[config.mk]
export PLATFORM = sky130hd
export DESIGN_NAME = dbpc_top
export DESIGN_NICKNAME = d
export VERILOG_FILES = /design/src/dbpc_pkg.sv /design/src/dbpc_shaper.sv /design/src/dbpc_top.sv
export SDC_FILE = /design/constraint.sdc
export NUM_CORES = 1
export LEC_CHECK = 0
export BUFFER_PORTS_ARGS = -buffer_cell sky130_fd_sc_hd__buf_2
export CAP_MARGIN = 20
export CORE_MARGIN = 3
export CORE_UTILIZATION = 62
export CTS_CLUSTER_SIZE = 10
export DETAILED_ROUTE_END_ITERATION = 16
export PLACE_DENSITY = 0.81
export SYNTH_ARGS = -nofsm -noshare
export SYNTH_HDL_FRONTEND = slang
export SYNTH_HIERARCHICAL = 1
export SYNTH_SLANG_ARGS = --single-unit
[constraint.sdc]
create_clock -name CLK_SYS_IN -period 3.4 [get_ports CLK_SYS_IN]
set_clock_uncertainty 0.15 [all_clocks]
set_input_delay 0.34 -clock CLK_SYS_IN [delete_from_list [all_inputs] [get_ports CLK_SYS_IN]]
set_output_delay 0.34 -clock CLK_SYS_IN [all_outputs]
set_load 0.01 [all_outputs]
[src/dbpc_pkg.sv]
// Constants and types shared by the display back-end pin control block.
// Assumes a 20 MHz system clock and a classic Wishbone register bus.
package dbpc_pkg;
    // ------------------------------------------------------------
    // Register offsets (byte addresses, one word each)
    // ------------------------------------------------------------
    localparam logic [7:0] CTRL_OFS = 8'h00;
    localparam logic [7:0] MEAS_OFS = 8'h04;
    localparam logic [7:0] RAMP_OFS = 8'h08;
    localparam logic [7:0] PARAB_OFS = 8'h0C;
    localparam logic [7:0] BEAM_OFS = 8'h10;
    localparam logic [7:0] PORT_OFS = 8'h14;
    localparam logic [7:0] CLUT_OFS = 8'h18;
    localparam logic [7:0] STAT_OFS = 8'h1C;
    // ------------------------------------------------------------
    // Field positions
    // ------------------------------------------------------------
    localparam int CTRL_STANDBY = 0;
    localparam int CTRL_POL = 1;
    localparam int CTRL_GATE = 2;
    localparam int CTRL_ILACE = 3;
    localparam int CTRL_PORTS = 4;
    localparam int MEAS_CUTOFF = 0;
    localparam int MEAS_WHITE = 1;
    localparam int PORT_DIR_LSB = 8;
    localparam int CLUT_IDX_LSB = 16;
    localparam int STAT_GUARD_EV = 0;
    localparam logic [31:0] CTRL_RST = 32'h0000_0000;
    // ------------------------------------------------------------
    // Widths and timing
    // ------------------------------------------------------------
    localparam int DAC_IN_W = 15;
    localparam int DAC_OUT_W = 4;
    localparam int CLUT_W = 12;
    localparam int CLK_PERIOD_NS = 50;
    localparam int LINE_NS = 64000;
    localparam int LINE_PULSE_NS = 28000;
    localparam int LINE_CYC = LINE_NS / CLK_PERIOD_NS;
    localparam int PULSE_CYC = LINE_PULSE_NS / CLK_PERIOD_NS;
    localparam int MCU_HALF_CYC = 2;
    localparam logic [7:0] BEAM_MID = 8'h80;
    // ------------------------------------------------------------
    // Types
    // ------------------------------------------------------------
    typedef enum logic [1:0] {
        DBPC_SAFE_NORMAL = 2'b00,
        DBPC_SAFE_BLANK = 2'b01,
        DBPC_SAFE_SHUT = 2'b10
    } dbpc_safe_t;
    typedef struct packed {
        logic standby;
        logic pol;
        logic gate;
        logic ilace;
        logic ports;
    } dbpc_ctrl_t;
    typedef struct packed {
        logic blank;
        logic half;
        logic ext1;
        logic ext2;
        logic [2:0] src;
        logic [CLUT_W-1:0] rgb;
    } dbpc_pix_t;
endpackage : dbpc_pkg

[src/dbpc_shaper.sv]
// First-order noise-shaping converter from a wide code to a narrow DAC code.
// Assumes the enable gates updates; the output is held while disabled.
`timescale 1ns/1ps
module dbpc_shaper #(
    parameter int IN_W = 15,
    parameter int OUT_W = 4
) (
    input wire logic clk_in,
    input wire logic rst_n_in,
    input wire logic en_in,
    input wire logic [IN_W-1:0] val_in,
    output logic [OUT_W-1:0] code_out
);
    localparam int ERR_W = IN_W - OUT_W;
    logic [ERR_W-1:0] err_r;
    logic [IN_W:0] acc;

    // Residue is fed back so quantisation noise moves to high frequency
    assign acc = {1'b0, val_in} + {{(OUT_W + 1){1'b0}}, err_r};

    always_ff @(posedge clk_in or negedge rst_n_in) begin
        if (!rst_n_in) begin
            err_r <= '0;
            code_out <= '0;
        end else if (en_in) begin
            if (acc[IN_W]) begin
                code_out <= '1;
                err_r <= '0;
            end else begin
                code_out <= acc[IN_W-1:ERR_W];
                err_r <= acc[ERR_W-1:0];
            end
        end
    end
endmodule : dbpc_shaper

[src/dbpc_top.sv]
// Display back-end pin control: protection blanking, line drive, field
// flag, picture bus sampling, range switches, deflection DACs, clocks,
// port expander and a Wishbone register file.
// Assumes all pin inputs are synchronous to CLK_SYS_IN except the guard
// and safety levels, which are synchronised here.
`timescale 1ns/1ps
module dbpc_top #(
    parameter int LINE_CYCLES = dbpc_pkg::LINE_CYC,
    parameter int PULSE_CYCLES = dbpc_pkg::PULSE_CYC
) (
    // Clock and reset
    input wire logic CLK_SYS_IN,
    input wire logic RESETN_IN,
    // Wishbone slave
    input wire logic WB_CYC_IN,
    input wire logic WB_STB_IN,
    input wire logic WB_WE_IN,
    input wire logic [7:0] WB_ADR_IN,
    input wire logic [3:0] WB_SEL_IN,
    input wire logic [31:0] WB_DAT_IN,
    output logic [31:0] WB_DAT_OUT,
    output logic WB_ACK_OUT,
    // Protection and timing inputs
    input wire logic RAMP_OUT_A_BLANK_IN,
    input wire logic RAMP_OUT_A_GUARD_IN,
    input wire logic [1:0] SAFETY_LEVEL_IN,
    input wire logic LINE_RETRACE_IN,
    // Picture bus and analog switch inputs
    input wire logic [2:0] SOURCE_PRIORITY_LINES_IN,
    input wire logic [1:0] EXT_RGB_SWITCH_IN,
    // Shared port pins: 0 is half level, 2..6 are colour 4..0
    input wire logic [6:0] PORT_PINS_IN,
    output logic [6:0] PORT_PINS_OUT,
    output logic [6:0] PORT_PINS_OE_OUT,
    // Picture output control
    output logic RGB_BLANK_OUT,
    output logic RGB_HALF_LEVEL_OUT,
    output logic [1:0] RGB_EXT_SELECT_OUT,
    output logic [2:0] SOURCE_SELECT_OUT,
    output logic [11:0] RGB_CODE_OUT,
    // Deflection and sync
    output logic FIELD_PARITY_OUT,
    output logic LINE_DRIVE_OUT,
    output logic LINE_DRIVE_OE_OUT,
    output logic [3:0] RAMP_OUT_A_OUT,
    output logic [3:0] PINCUSHION_PARABOLA_OUT,
    output logic [7:0] BEAM_SPEED_MOD_OUT,
    // Measurement range switches, open drain
    output logic MEAS_RANGE_SW_A_OUT,
    output logic MEAS_RANGE_SW_A_OE_OUT,
    output logic MEAS_RANGE_SW_B_OUT,
    output logic MEAS_RANGE_SW_B_OE_OUT,
    // Clock outputs
    output logic SYS_CLK_OUT,
    output logic MCU_CLK_OUT
);
    // ------------------------------------------------------------
    // Register file
    // ------------------------------------------------------------
    dbpc_pkg::dbpc_ctrl_t ctrl_r;
    logic [1:0] meas_r;
    logic [14:0] ramp_r;
    logic [14:0] parab_r;
    logic [7:0] beam_r;
    logic [6:0] port_dat_r;
    logic [6:0] port_dir_r;
    logic guard_ev_r;
    logic [11:0] clut [0:31];
    logic wb_req;
    logic wb_wr;
    logic [31:0] wmask;
    logic [31:0] rdata;
    logic [31:0] ctrl_word;
    logic [31:0] ctrl_new;

    assign wb_req = WB_CYC_IN && WB_STB_IN && !WB_ACK_OUT;
    // Write lands at the edge where the master samples ack
    assign wb_wr = WB_CYC_IN && WB_STB_IN && WB_WE_IN && WB_ACK_OUT;

    genvar gb;
    generate
        for (gb = 0; gb < 4; gb++) begin : g_mask
            assign wmask[gb*8 +: 8] = {8{WB_SEL_IN[gb]}};
        end
    endgenerate

    assign ctrl_word = {27'h0, ctrl_r.ports, ctrl_r.ilace, ctrl_r.gate,
        ctrl_r.pol, ctrl_r.standby};
    assign ctrl_new = (ctrl_word & ~wmask) | (WB_DAT_IN & wmask);

    always_ff @(posedge CLK_SYS_IN or negedge RESETN_IN) begin
        if (!RESETN_IN) begin
            ctrl_r <= dbpc_pkg::CTRL_RST[4:0];
            meas_r <= 2'h0;
            ramp_r <= 15'h0000;
            parab_r <= 15'h0000;
            beam_r <= 8'h00;
            port_dat_r <= 7'h00;
            port_dir_r <= 7'h00;
        end else if (wb_wr) begin
            case (WB_ADR_IN)
                dbpc_pkg::CTRL_OFS: begin
                    ctrl_r.standby <= ctrl_new[dbpc_pkg::CTRL_STANDBY];
                    ctrl_r.pol <= ctrl_new[dbpc_pkg::CTRL_POL];
                    ctrl_r.gate <= ctrl_new[dbpc_pkg::CTRL_GATE];
                    ctrl_r.ilace <= ctrl_new[dbpc_pkg::CTRL_ILACE];
                    ctrl_r.ports <= ctrl_new[dbpc_pkg::CTRL_PORTS];
                end
                dbpc_pkg::MEAS_OFS: begin
                    if (WB_SEL_IN[0]) begin
                        meas_r <= WB_DAT_IN[1:0];
                    end
                end
                dbpc_pkg::RAMP_OFS: begin
                    if (WB_SEL_IN[0]) begin
                        ramp_r[7:0] <= WB_DAT_IN[7:0];
                    end
                    if (WB_SEL_IN[1]) begin
                        ramp_r[14:8] <= WB_DAT_IN[14:8];
                    end
                end
                dbpc_pkg::PARAB_OFS: begin
                    if (WB_SEL_IN[0]) begin
                        parab_r[7:0] <= WB_DAT_IN[7:0];
                    end
                    if (WB_SEL_IN[1]) begin
                        parab_r[14:8] <= WB_DAT_IN[14:8];
                    end
                end
                dbpc_pkg::BEAM_OFS: begin
                    if (WB_SEL_IN[0]) begin
                        beam_r <= WB_DAT_IN[7:0];
                    end
                end
                dbpc_pkg::PORT_OFS: begin
                    if (WB_SEL_IN[0]) begin
                        port_dat_r <= WB_DAT_IN[6:0];
                    end
                    if (WB_SEL_IN[1]) begin
                        port_dir_r <= WB_DAT_IN[14:8];
                    end
                end
                default: begin
                end
            endcase
        end
    end

    // Lookup table has no reset; software loads it before use
    always_ff @(posedge CLK_SYS_IN) begin
        if (wb_wr && WB_ADR_IN == dbpc_pkg::CLUT_OFS && WB_SEL_IN[0] &&
            WB_SEL_IN[1] && WB_SEL_IN[2]) begin
            clut[WB_DAT_IN[dbpc_pkg::CLUT_IDX_LSB +: 5]] <= WB_DAT_IN[11:0];
        end
    end

    // ------------------------------------------------------------
    // Synchronisers for asynchronous analog-derived levels
    // ------------------------------------------------------------
    logic [1:0] safe_s1_r;
    logic [1:0] safe_s2_r;
    logic guard_s1_r;
    logic guard_s2_r;
    logic guard_s3_r;

    always_ff @(posedge CLK_SYS_IN or negedge RESETN_IN) begin
        if (!RESETN_IN) begin
            safe_s1_r <= 2'h0;
            safe_s2_r <= 2'h0;
            guard_s1_r <= 1'b0;
            guard_s2_r <= 1'b0;
            guard_s3_r <= 1'b0;
        end else begin
            safe_s1_r <= SAFETY_LEVEL_IN;
            safe_s2_r <= safe_s1_r;
            guard_s1_r <= RAMP_OUT_A_GUARD_IN;
            guard_s2_r <= guard_s1_r;
            guard_s3_r <= guard_s2_r;
        end
    end

    dbpc_pkg::dbpc_safe_t safe_lvl;
    always_comb begin
        case (safe_s2_r)
            2'b00: safe_lvl = dbpc_pkg::DBPC_SAFE_NORMAL;
            2'b01: safe_lvl = dbpc_pkg::DBPC_SAFE_BLANK;
            default: safe_lvl = dbpc_pkg::DBPC_SAFE_SHUT;
        endcase
    end

    // ------------------------------------------------------------
    // Vertical guard and field flag
    // ------------------------------------------------------------
    logic vb_d_r;
    logic edge_seen_r;
    logic guard_fault_r;
    logic vb_end;
    logic vb_start;

    assign vb_start = RAMP_OUT_A_BLANK_IN && !vb_d_r;
    assign vb_end = !RAMP_OUT_A_BLANK_IN && vb_d_r;

    always_ff @(posedge CLK_SYS_IN or negedge RESETN_IN) begin
        if (!RESETN_IN) begin
            vb_d_r <= 1'b0;
            edge_seen_r <= 1'b0;
            guard_fault_r <= 1'b0;
        end else begin
            vb_d_r <= RAMP_OUT_A_BLANK_IN;
            if (vb_start) begin
                edge_seen_r <= 1'b0;
            end else if (RAMP_OUT_A_BLANK_IN && guard_s3_r && !guard_s2_r) begin
                edge_seen_r <= 1'b1;
            end
            if (vb_end) begin
                guard_fault_r <= !edge_seen_r;
            end
        end
    end

    // Sticky fault event, write one to clear; a new event wins
    always_ff @(posedge CLK_SYS_IN or negedge RESETN_IN) begin
        if (!RESETN_IN) begin
            guard_ev_r <= 1'b0;
        end else if (vb_end && !edge_seen_r) begin
            guard_ev_r <= 1'b1;
        end else if (wb_wr && WB_ADR_IN == dbpc_pkg::STAT_OFS &&
            WB_SEL_IN[0] && WB_DAT_IN[dbpc_pkg::STAT_GUARD_EV]) begin
            guard_ev_r <= 1'b0;
        end
    end

    always_ff @(posedge CLK_SYS_IN or negedge RESETN_IN) begin
        if (!RESETN_IN) begin
            FIELD_PARITY_OUT <= 1'b0;
        end else if (!ctrl_r.ilace || ctrl_r.standby) begin
            FIELD_PARITY_OUT <= 1'b0;
        end else if (vb_start) begin
            FIELD_PARITY_OUT <= !FIELD_PARITY_OUT;
        end
    end

    // ------------------------------------------------------------
    // Line drive, runs in standby too
    // ------------------------------------------------------------
    logic [15:0] line_cnt_r;
    logic pulse_on;
    logic drive_active;

    always_ff @(posedge CLK_SYS_IN or negedge RESETN_IN) begin
        if (!RESETN_IN) begin
            line_cnt_r <= 16'h0000;
        end else if (line_cnt_r == 16'(LINE_CYCLES - 1)) begin
            line_cnt_r <= 16'h0000;
        end else begin
            line_cnt_r <= line_cnt_r + 16'h0001;
        end
    end

    assign pulse_on = line_cnt_r < 16'(PULSE_CYCLES);
    assign drive_active = pulse_on &&
        (safe_lvl != dbpc_pkg::DBPC_SAFE_SHUT) &&
        !(ctrl_r.gate && LINE_RETRACE_IN);

    // selectable polarity; pulling low is the open-drain active
    always_ff @(posedge CLK_SYS_IN or negedge RESETN_IN) begin
        if (!RESETN_IN) begin
            LINE_DRIVE_OUT <= 1'b0;
            LINE_DRIVE_OE_OUT <= 1'b0;
        end else begin
            LINE_DRIVE_OUT <= 1'b0;
            LINE_DRIVE_OE_OUT <= drive_active ^ ctrl_r.pol;
        end
    end

    // ------------------------------------------------------------
    // Picture bus and RGB path
    // ------------------------------------------------------------
    logic [4:0] colour_addr;
    logic half_sel;
    dbpc_pkg::dbpc_pix_t pix_r;

    genvar gc;
    generate
        for (gc = 0; gc < 5; gc++) begin : g_col
            assign colour_addr[gc] = PORT_PINS_IN[6 - gc];
        end
    endgenerate
    assign half_sel = !ctrl_r.ports && PORT_PINS_IN[0];

    always_ff @(posedge CLK_SYS_IN or negedge RESETN_IN) begin
        if (!RESETN_IN) begin
            pix_r <= '0;
        end else begin
            pix_r.blank <= guard_fault_r || ctrl_r.standby ||
                (safe_lvl != dbpc_pkg::DBPC_SAFE_NORMAL);
            pix_r.half <= half_sel;
            pix_r.ext1 <= EXT_RGB_SWITCH_IN[0];
            pix_r.ext2 <= EXT_RGB_SWITCH_IN[1];
            pix_r.src <= SOURCE_PRIORITY_LINES_IN;
            if (ctrl_r.ports) begin
                pix_r.rgb <= 12'h000;
            end else begin
                pix_r.rgb <= clut[colour_addr];
            end
        end
    end

    assign RGB_BLANK_OUT = pix_r.blank;
    assign RGB_HALF_LEVEL_OUT = pix_r.half;
    assign RGB_EXT_SELECT_OUT = {pix_r.ext2, pix_r.ext1};
    assign SOURCE_SELECT_OUT = pix_r.src;
    assign RGB_CODE_OUT = pix_r.rgb;

    // ------------------------------------------------------------
    // Deflection converters, frozen in standby; beam speed output forced to BEAM_MID in standby
    // ------------------------------------------------------------
    logic run_en;
    assign run_en = !ctrl_r.standby;

    dbpc_shaper #(
        .IN_W(dbpc_pkg::DAC_IN_W),
        .OUT_W(dbpc_pkg::DAC_OUT_W)
    ) u_ramp (
        .clk_in(CLK_SYS_IN),
        .rst_n_in(RESETN_IN),
        .en_in(run_en),
        .val_in(ramp_r),
        .code_out(RAMP_OUT_A_OUT)
    );

    dbpc_shaper #(
        .IN_W(dbpc_pkg::DAC_IN_W),
        .OUT_W(dbpc_pkg::DAC_OUT_W)
    ) u_parab (
        .clk_in(CLK_SYS_IN),
        .rst_n_in(RESETN_IN),
        .en_in(run_en),
        .val_in(parab_r),
        .code_out(PINCUSHION_PARABOLA_OUT)
    );

    always_ff @(posedge CLK_SYS_IN or negedge RESETN_IN) begin
        if (!RESETN_IN) begin
            BEAM_SPEED_MOD_OUT <= dbpc_pkg::BEAM_MID;
        end else if (ctrl_r.standby) begin
            BEAM_SPEED_MOD_OUT <= dbpc_pkg::BEAM_MID;
        end else begin
            BEAM_SPEED_MOD_OUT <= beam_r ^ dbpc_pkg::BEAM_MID;
        end
    end

    // ------------------------------------------------------------
    // Measurement range switches, oe high pulls the pin low
    // ------------------------------------------------------------
    always_ff @(posedge CLK_SYS_IN or negedge RESETN_IN) begin
        if (!RESETN_IN) begin
            MEAS_RANGE_SW_A_OUT <= 1'b0;
            MEAS_RANGE_SW_A_OE_OUT <= 1'b1;
            MEAS_RANGE_SW_B_OUT <= 1'b0;
            MEAS_RANGE_SW_B_OE_OUT <= 1'b1;
        end else begin
            MEAS_RANGE_SW_A_OUT <= 1'b0;
            MEAS_RANGE_SW_B_OUT <= 1'b0;
            MEAS_RANGE_SW_A_OE_OUT <= !(meas_r[dbpc_pkg::MEAS_CUTOFF] ||
                meas_r[dbpc_pkg::MEAS_WHITE]);
            MEAS_RANGE_SW_B_OE_OUT <= !meas_r[dbpc_pkg::MEAS_CUTOFF];
        end
    end

    // ------------------------------------------------------------
    // Port expander
    // ------------------------------------------------------------
    // shared pins as port
    always_ff @(posedge CLK_SYS_IN or negedge RESETN_IN) begin
        if (!RESETN_IN) begin
            PORT_PINS_OUT <= 7'h00;
            PORT_PINS_OE_OUT <= 7'h00;
        end else begin
            PORT_PINS_OUT <= port_dat_r;
            PORT_PINS_OE_OUT <= ctrl_r.ports ? port_dir_r : 7'h00;
        end
    end

    // ------------------------------------------------------------
    // Clock outputs
    // ------------------------------------------------------------
    // A flop cannot carry the full rate; this is the nearest registered
    // copy of the system clock, at half rate.
    logic [1:0] mcu_cnt_r;
    always_ff @(posedge CLK_SYS_IN or negedge RESETN_IN) begin
        if (!RESETN_IN) begin
            SYS_CLK_OUT <= 1'b0;
            MCU_CLK_OUT <= 1'b0;
            mcu_cnt_r <= 2'h0;
        end else begin
            SYS_CLK_OUT <= !SYS_CLK_OUT;
            if (mcu_cnt_r == 2'(dbpc_pkg::MCU_HALF_CYC - 1)) begin
                mcu_cnt_r <= 2'h0;
                MCU_CLK_OUT <= !MCU_CLK_OUT;
            end else begin
                mcu_cnt_r <= mcu_cnt_r + 2'h1;
            end
        end
    end

    // ------------------------------------------------------------
    // Bus read and acknowledge
    // ------------------------------------------------------------
    always_comb begin
        case (WB_ADR_IN)
            dbpc_pkg::CTRL_OFS: rdata = ctrl_word;
            dbpc_pkg::MEAS_OFS: rdata = {30'h0, meas_r};
            dbpc_pkg::RAMP_OFS: rdata = {17'h0, ramp_r};
            dbpc_pkg::PARAB_OFS: rdata = {17'h0, parab_r};
            dbpc_pkg::BEAM_OFS: rdata = {24'h0, beam_r};
            dbpc_pkg::PORT_OFS: rdata = {9'h000, PORT_PINS_IN, 1'b0,
                port_dir_r, 1'b0, port_dat_r};
            dbpc_pkg::STAT_OFS: rdata = {24'h0, safe_s2_r,
                FIELD_PARITY_OUT, SOURCE_PRIORITY_LINES_IN,
                guard_fault_r, guard_ev_r};
            default: rdata = 32'h0000_0000;
        endcase
    end

    always_ff @(posedge CLK_SYS_IN or negedge RESETN_IN) begin
        if (!RESETN_IN) begin
            WB_ACK_OUT <= 1'b0;
            WB_DAT_OUT <= 32'h0000_0000;
        end else begin
            WB_ACK_OUT <= wb_req;
            WB_DAT_OUT <= wb_req ? rdata : 32'h0000_0000;
        end
    end
endmodule : dbpc_top

; Word-level counts from Yosys, hierarchy flattened
; Memories as Yosys holds them, arrays and structs flattened.
; Index checks and enable logic that the tools add are counted.
[classes]
add_sub_neg = 4
n_lt_le_gt_ge = 1
eq_ne = 11
mux = 20
n_bitwise = 6
n_reduce_logical = 52
[ops]
columns = cell, count
row1 = $pmux W23 S7, 1
row2 = $add A15 B11 Y16, 2
row3 = $eq A8 B5 Y1 const B, 4
row4 = $mux W32, 1
row5 = $reduce_and A3 Y1, 8
row6 = $mux W11, 2
row7 = $logic_and A1 B1 Y1, 20
row8 = $add A16 B1 Y16 const B, 1
row9 = $eq A16 B11 Y1 const B, 1
row10 = $eq A8 B4 Y1 const B, 2
row11 = $lt A16 B10 Y1 const B, 1
row12 = $mux W16, 1
row13 = $logic_not A1 Y1, 13
row14 = $mux W12, 1
row15 = $and A5 B5 Y5, 2
row16 = $eq A8 B3 Y1 const B, 1
row17 = $logic_not A8 Y1, 1
row18 = $mux W1, 8
row19 = $mux W4, 2
row20 = $mux W8, 1
row21 = $reduce_bool A2 Y1, 4
row22 = $mux W7, 1
row23 = $not A5 Y5, 1
row24 = $or A5 B5 Y5, 1
row25 = other kinds (10), 14
[totals]
register_bits = 198
ram_bits = 384
input_bits = 66
elab_cells = 140
n_memories = 1
[mem_list]
columns = name, words, word_bits, rd, rd_clocked_by_memory_dff, wr, line_no
row1 = clut, 32, 12, 1, 0, 1, dbpc_top.sv:68  ; logic [11:0] clut [0:31];

; Logic depth before layout (Yosys ltp)
[depth]
word_depth = 9
mapped_depth = 9

; Hierarchy
; The synthesis kept the hierarchy.
[modules_own_cells]
columns = module, n_inst, cells_per_inst, area_each_um2, seq_area_each_um2
row1 = dbpc_top, 1, 1108, 21000.1, 15488.6
row2 = dbpc_shaper (u_parab), 1, 141, 1296.2, 375.4
row3 = dbpc_shaper (u_ramp), 1, 130, 1196.1, 375.4

; Worst setup path before layout
; Ideal clock, no wire load.
[synth_timing]
path_kind = input-to-reg
start = input WB_ADR_IN[4]
end = memory clut[16][0], enable pin
setup_ns = 0.380
t_arrival_ns = 2.116
required_ns = 2.870
path_slack_ns = 0.753
path_stages = 5
path_buffers = 1
cell_sequence = buf_4 > or4b_4 > nor3_4 > nand4b_1 > nor2_1
[synth_via]
elab_chain_len = 7
[synth_lines]
columns = element, line_no
row1 = from (decl), dbpc_top.sv:18  ; input wire logic [7:0] WB_ADR_IN,
row2 = $eq A8 B5 Y1, dbpc_top.sv:151  ; if (wb_wr && WB_ADR_IN == dbpc_pkg::CLUT_OFS && WB_SEL_IN[0] &&
row3 = $logic_and A1 B1 Y1 (3 in a row), dbpc_top.sv:151
row4 = $logic_and A1 B1 Y1, dbpc_top.sv:152  ; WB_SEL_IN[1] && WB_SEL_IN[2]) begin
row5 = $mux W1, dbpc_top.sv:151
row6 = $mux W1 (not written as such), dbpc_top.sv:153  ; clut[WB_DAT_IN[dbpc_pkg::CLUT_IDX_LSB +: 5]] <= WB_DAT_IN[11:0];
row7 = to (decl), dbpc_top.sv:68
; No other way between the ends.

; Worst setup path in the final report
[layout_timing]
start = input WB_STB_IN
end = memory clut[5][2], enable pin
[layout_via]
elab_chain_len = 9
[layout_lines]
columns = element, line_no
row1 = from (decl), dbpc_top.sv:16  ; input wire logic WB_STB_IN,
row2 = $logic_and A1 B1 Y1 (3 in a row), dbpc_top.sv:78  ; assign wb_wr = WB_CYC_IN && WB_STB_IN && WB_WE_IN && WB_ACK_OUT;
row3 = $logic_and A1 B1 Y1 (3 in a row), dbpc_top.sv:151
row4 = $logic_and A1 B1 Y1, dbpc_top.sv:152
row5 = $mux W1, dbpc_top.sv:151
row6 = $mux W1 (not written as such), dbpc_top.sv:153
; No other way between the ends.

==> metrics <==
worst r2r dst clut[5][2]; drt wl/cell 25.87 µm; worst r2r src WB_ACK_OUT; H-tree depth 3; Fin Setup TNS 0 ps; antenna violations before repair 2; MaxCap Viol Count 0; r2r setup slk between 700 and 800 ps; Crit Path Class in -> reg; crit path cell chain dlygate4sd3_1, buf_2, nand4_1, nor3_4, nand4b_1, nor2_1, buf_4; largest area contributor in the netlist edfxtp_1; total grt overflow 0; Peak Freq between 300 and 400 MHz; Hold Violations, Final 0; largest net degree at the start of global routing slightly above 80; Die Area 40,260 µm²; Critical Path AT 2780 ps; # DRC 0; clk sink count 572; CP endpoint kind flop; Die Wd 200.7 µm; GPL Wtd Cong 0.8395; hold depth 2; Worst Reg-to-Reg Cells 5; hpwl dp 32,660 µm; outcome finished clean; Power Density ~540 nW/µm²; sequential cell area fraction in the yosys report ~69%; root buf cell clkbuf_16; startpoint types input port; Port Buffers 130; die height 200.7 µm; CP max FO 12; Synth-to-Final Area Change 14.76%; CP peak stage delay 620 ps; synthesized instance count 1,379; Setup violations, final 0; Max Slew Vio Count 0; CTS tree done; FILL cells between 2,000 and 2,500; routed vias/inst roughly 6.4; starting density of the core a little under two thirds; Vias around 14,000; unrepaired setup endpoints after global routing no; # diodes 0; critical path's top delay family simple AND/OR/NAND/NOR gates; postcts setup bufs 0; crit path time final 2675 ps; Synth top cells by count edfxtp_1, dfrtp_1, mux4_2; yosys synthesis warning count 6; I/O pins 157; Multi-input gate area about 6800 µm²; Core ar. 36,960 µm²; top cells by area, synth edfxtp_1, dfrtp_1, mux4_2; post-synthesis average cell area 17.04 µm²; Worst Path Buf+Inv 3; slew margin rel. between 30% and 40%; fraction of layout cells with a size suffix above 1 28.31%; Worst-Margin Slew 967.8 ps; post-synthesis cell area 23,490 µm²; global-route wire length before repair 83,740 µm; Slowest cell on crit path nor3_4; detailed-route wire length 54,890 µm; Nets 1,677; vias in the first global route 13,890; worst min path class in -> reg; clock buffer depth 3; post-synthesis async set-or-reset flop share 32.87%; Tcrit/Tclk final 78.67%; Distinct cells, synth 93; CTS resizes 0; Clock Pin Slew Worst Setup and Hold Paths approximately 50 ps; drt first pass iters 5; Crit path required time 3500 ps; Worst Hold End WB_DAT_OUT[19]; placed cell area about 25,000 µm²; Routed Antenna Nets 0; area share of the largest cell type after synthesis 49.08%; initial DRC count 1,225; Register Area roughly 16,000 µm²; CTS Buf Count 67; Post-synth EDFFs 384; row count 70; LEAKAGE 10.43 nW; hold_buf cts 18; total track usage 27.53%; Skew-Pair Late Insertion Delay ~570 ps; Top FF cell, synth edfxtp_1; Worst Min Path Start PORT_PINS_IN[3]; most numerous cell in the Yosys netlist edfxtp_1; Final Instance Area 26,960 µm²; worst IR drop on VDD 0.3835 mV; Yosys reg bits 572
## cell type report
cell class | instances | area share, %
flip-flops and latches | 572 | 60.24
multi-input cells | 711 | 25.19
clock buffers | 99 | 6.980
repair buffers | 200 | 4.734
well taps | 504 | 2.339
inverters | 34 | 0.4734
clock inverters | 2 | 0.05105
## worst max path at each step
stage                             from  cells past startpoint         endpoint
after CTS                    ramp_r[3]                      7  u_ramp/err_r[9]
after detailed placement  WB_ADR_IN[3]                      7       clut[5][2]
after floorplan           WB_ADR_IN[4]                      5      clut[16][0]
final                        WB_STB_IN                      7       clut[5][2]
after global placement    WB_ADR_IN[3]                      7      clut[18][7]
after global routing         ramp_r[3]                      7  u_ramp/err_r[9]
## where the power goes
part	switching (W)	total [W]	internal, W
logic	0.000449	0.000704	0.000255
registers	0.0000204	0.00752	0.00750
clock network	0.00258	0.00637	0.00378
## cell usage in the layout, fill, tap and decap left out, types with 15 or more instances in the layout
cell           instances
nor2b_1               18
clkbuf_16             71
mux2_2                70
dlygate4sd3_1         18
nand2_1               45
mux2i_1               36
clkbuf_1              28
ha_1                  23
and2_1                16
a21oi_1               33
a22oi_1               19
mux4_2                96
nand3_1               18
xor2_1                15
dfrtp_1              185
buf_4                 50
nor2_1                75
edfxtp_1             384
buf_2                127
inv_1                 33
## flip-flops by register name (all words and copies together), names as in the netlist, 3 cells and up, named ones only
name,count
beam_r,8
WB_DAT_OUT,22
PORT_PINS_OE_OUT,7
PORT_PINS_OUT,7
SOURCE_SELECT_OUT,3
port_dat_r,7
RGB_CODE_OUT,12
port_dir_r,7
clut,384
BEAM_SPEED_MOD_OUT,8
parab_r,15
u_parab/err_r,11
u_ramp/code_out,4
ramp_r,15
u_ramp/err_r,11
line_cnt_r,16
u_parab/code_out,4
## per-stage QoR
step           hold slack (ps)  total power [W]  setup WS (ps)  std cells  util [%]
4_1_cts                  65.62          0.01467          819.3       2122     72.94
2_1_floorplan           -105.6         0.008013          753.4       1391         -
3_5_place_dp             191.0         0.008326          583.9       2003     67.33
5_1_grt                  87.22          0.01499          627.5       2122     72.94
6_report                 91.20          0.01459          725.3       2122     72.94
3_3_place_gp             186.1         0.008302          655.0       2003     67.33
## logic make-up (layout without fill, tap and decap cells)
logic type	after synthesis	count (layout)	synth area share (%)
flip-flops	572	572	69.13
AND/OR/NAND/NOR	257	257	6.002
multiplexers	203	203	14.14
AO/OA/AOI/OAI	184	184	6.050
buffers and inverters	108	335	2.189
XOR/XNOR	29	29	1.081
adder cells (fa/ha/maj)	25	25	1.395
other	1	13	0.01596
## layer usage
layer	wire length, µm	part of all wire (%)	GRT usage [%]	vias up
li1	-	-	-	5770
met1	20450	37	36.39	6915
met2	27610	50	45.50	725
met3	4603	8.4	5.270	143
met4	2193	4.0	11.79	4
met5	31	0.056	0	-
Note: power is estimated with default switching activity, not from simulation.
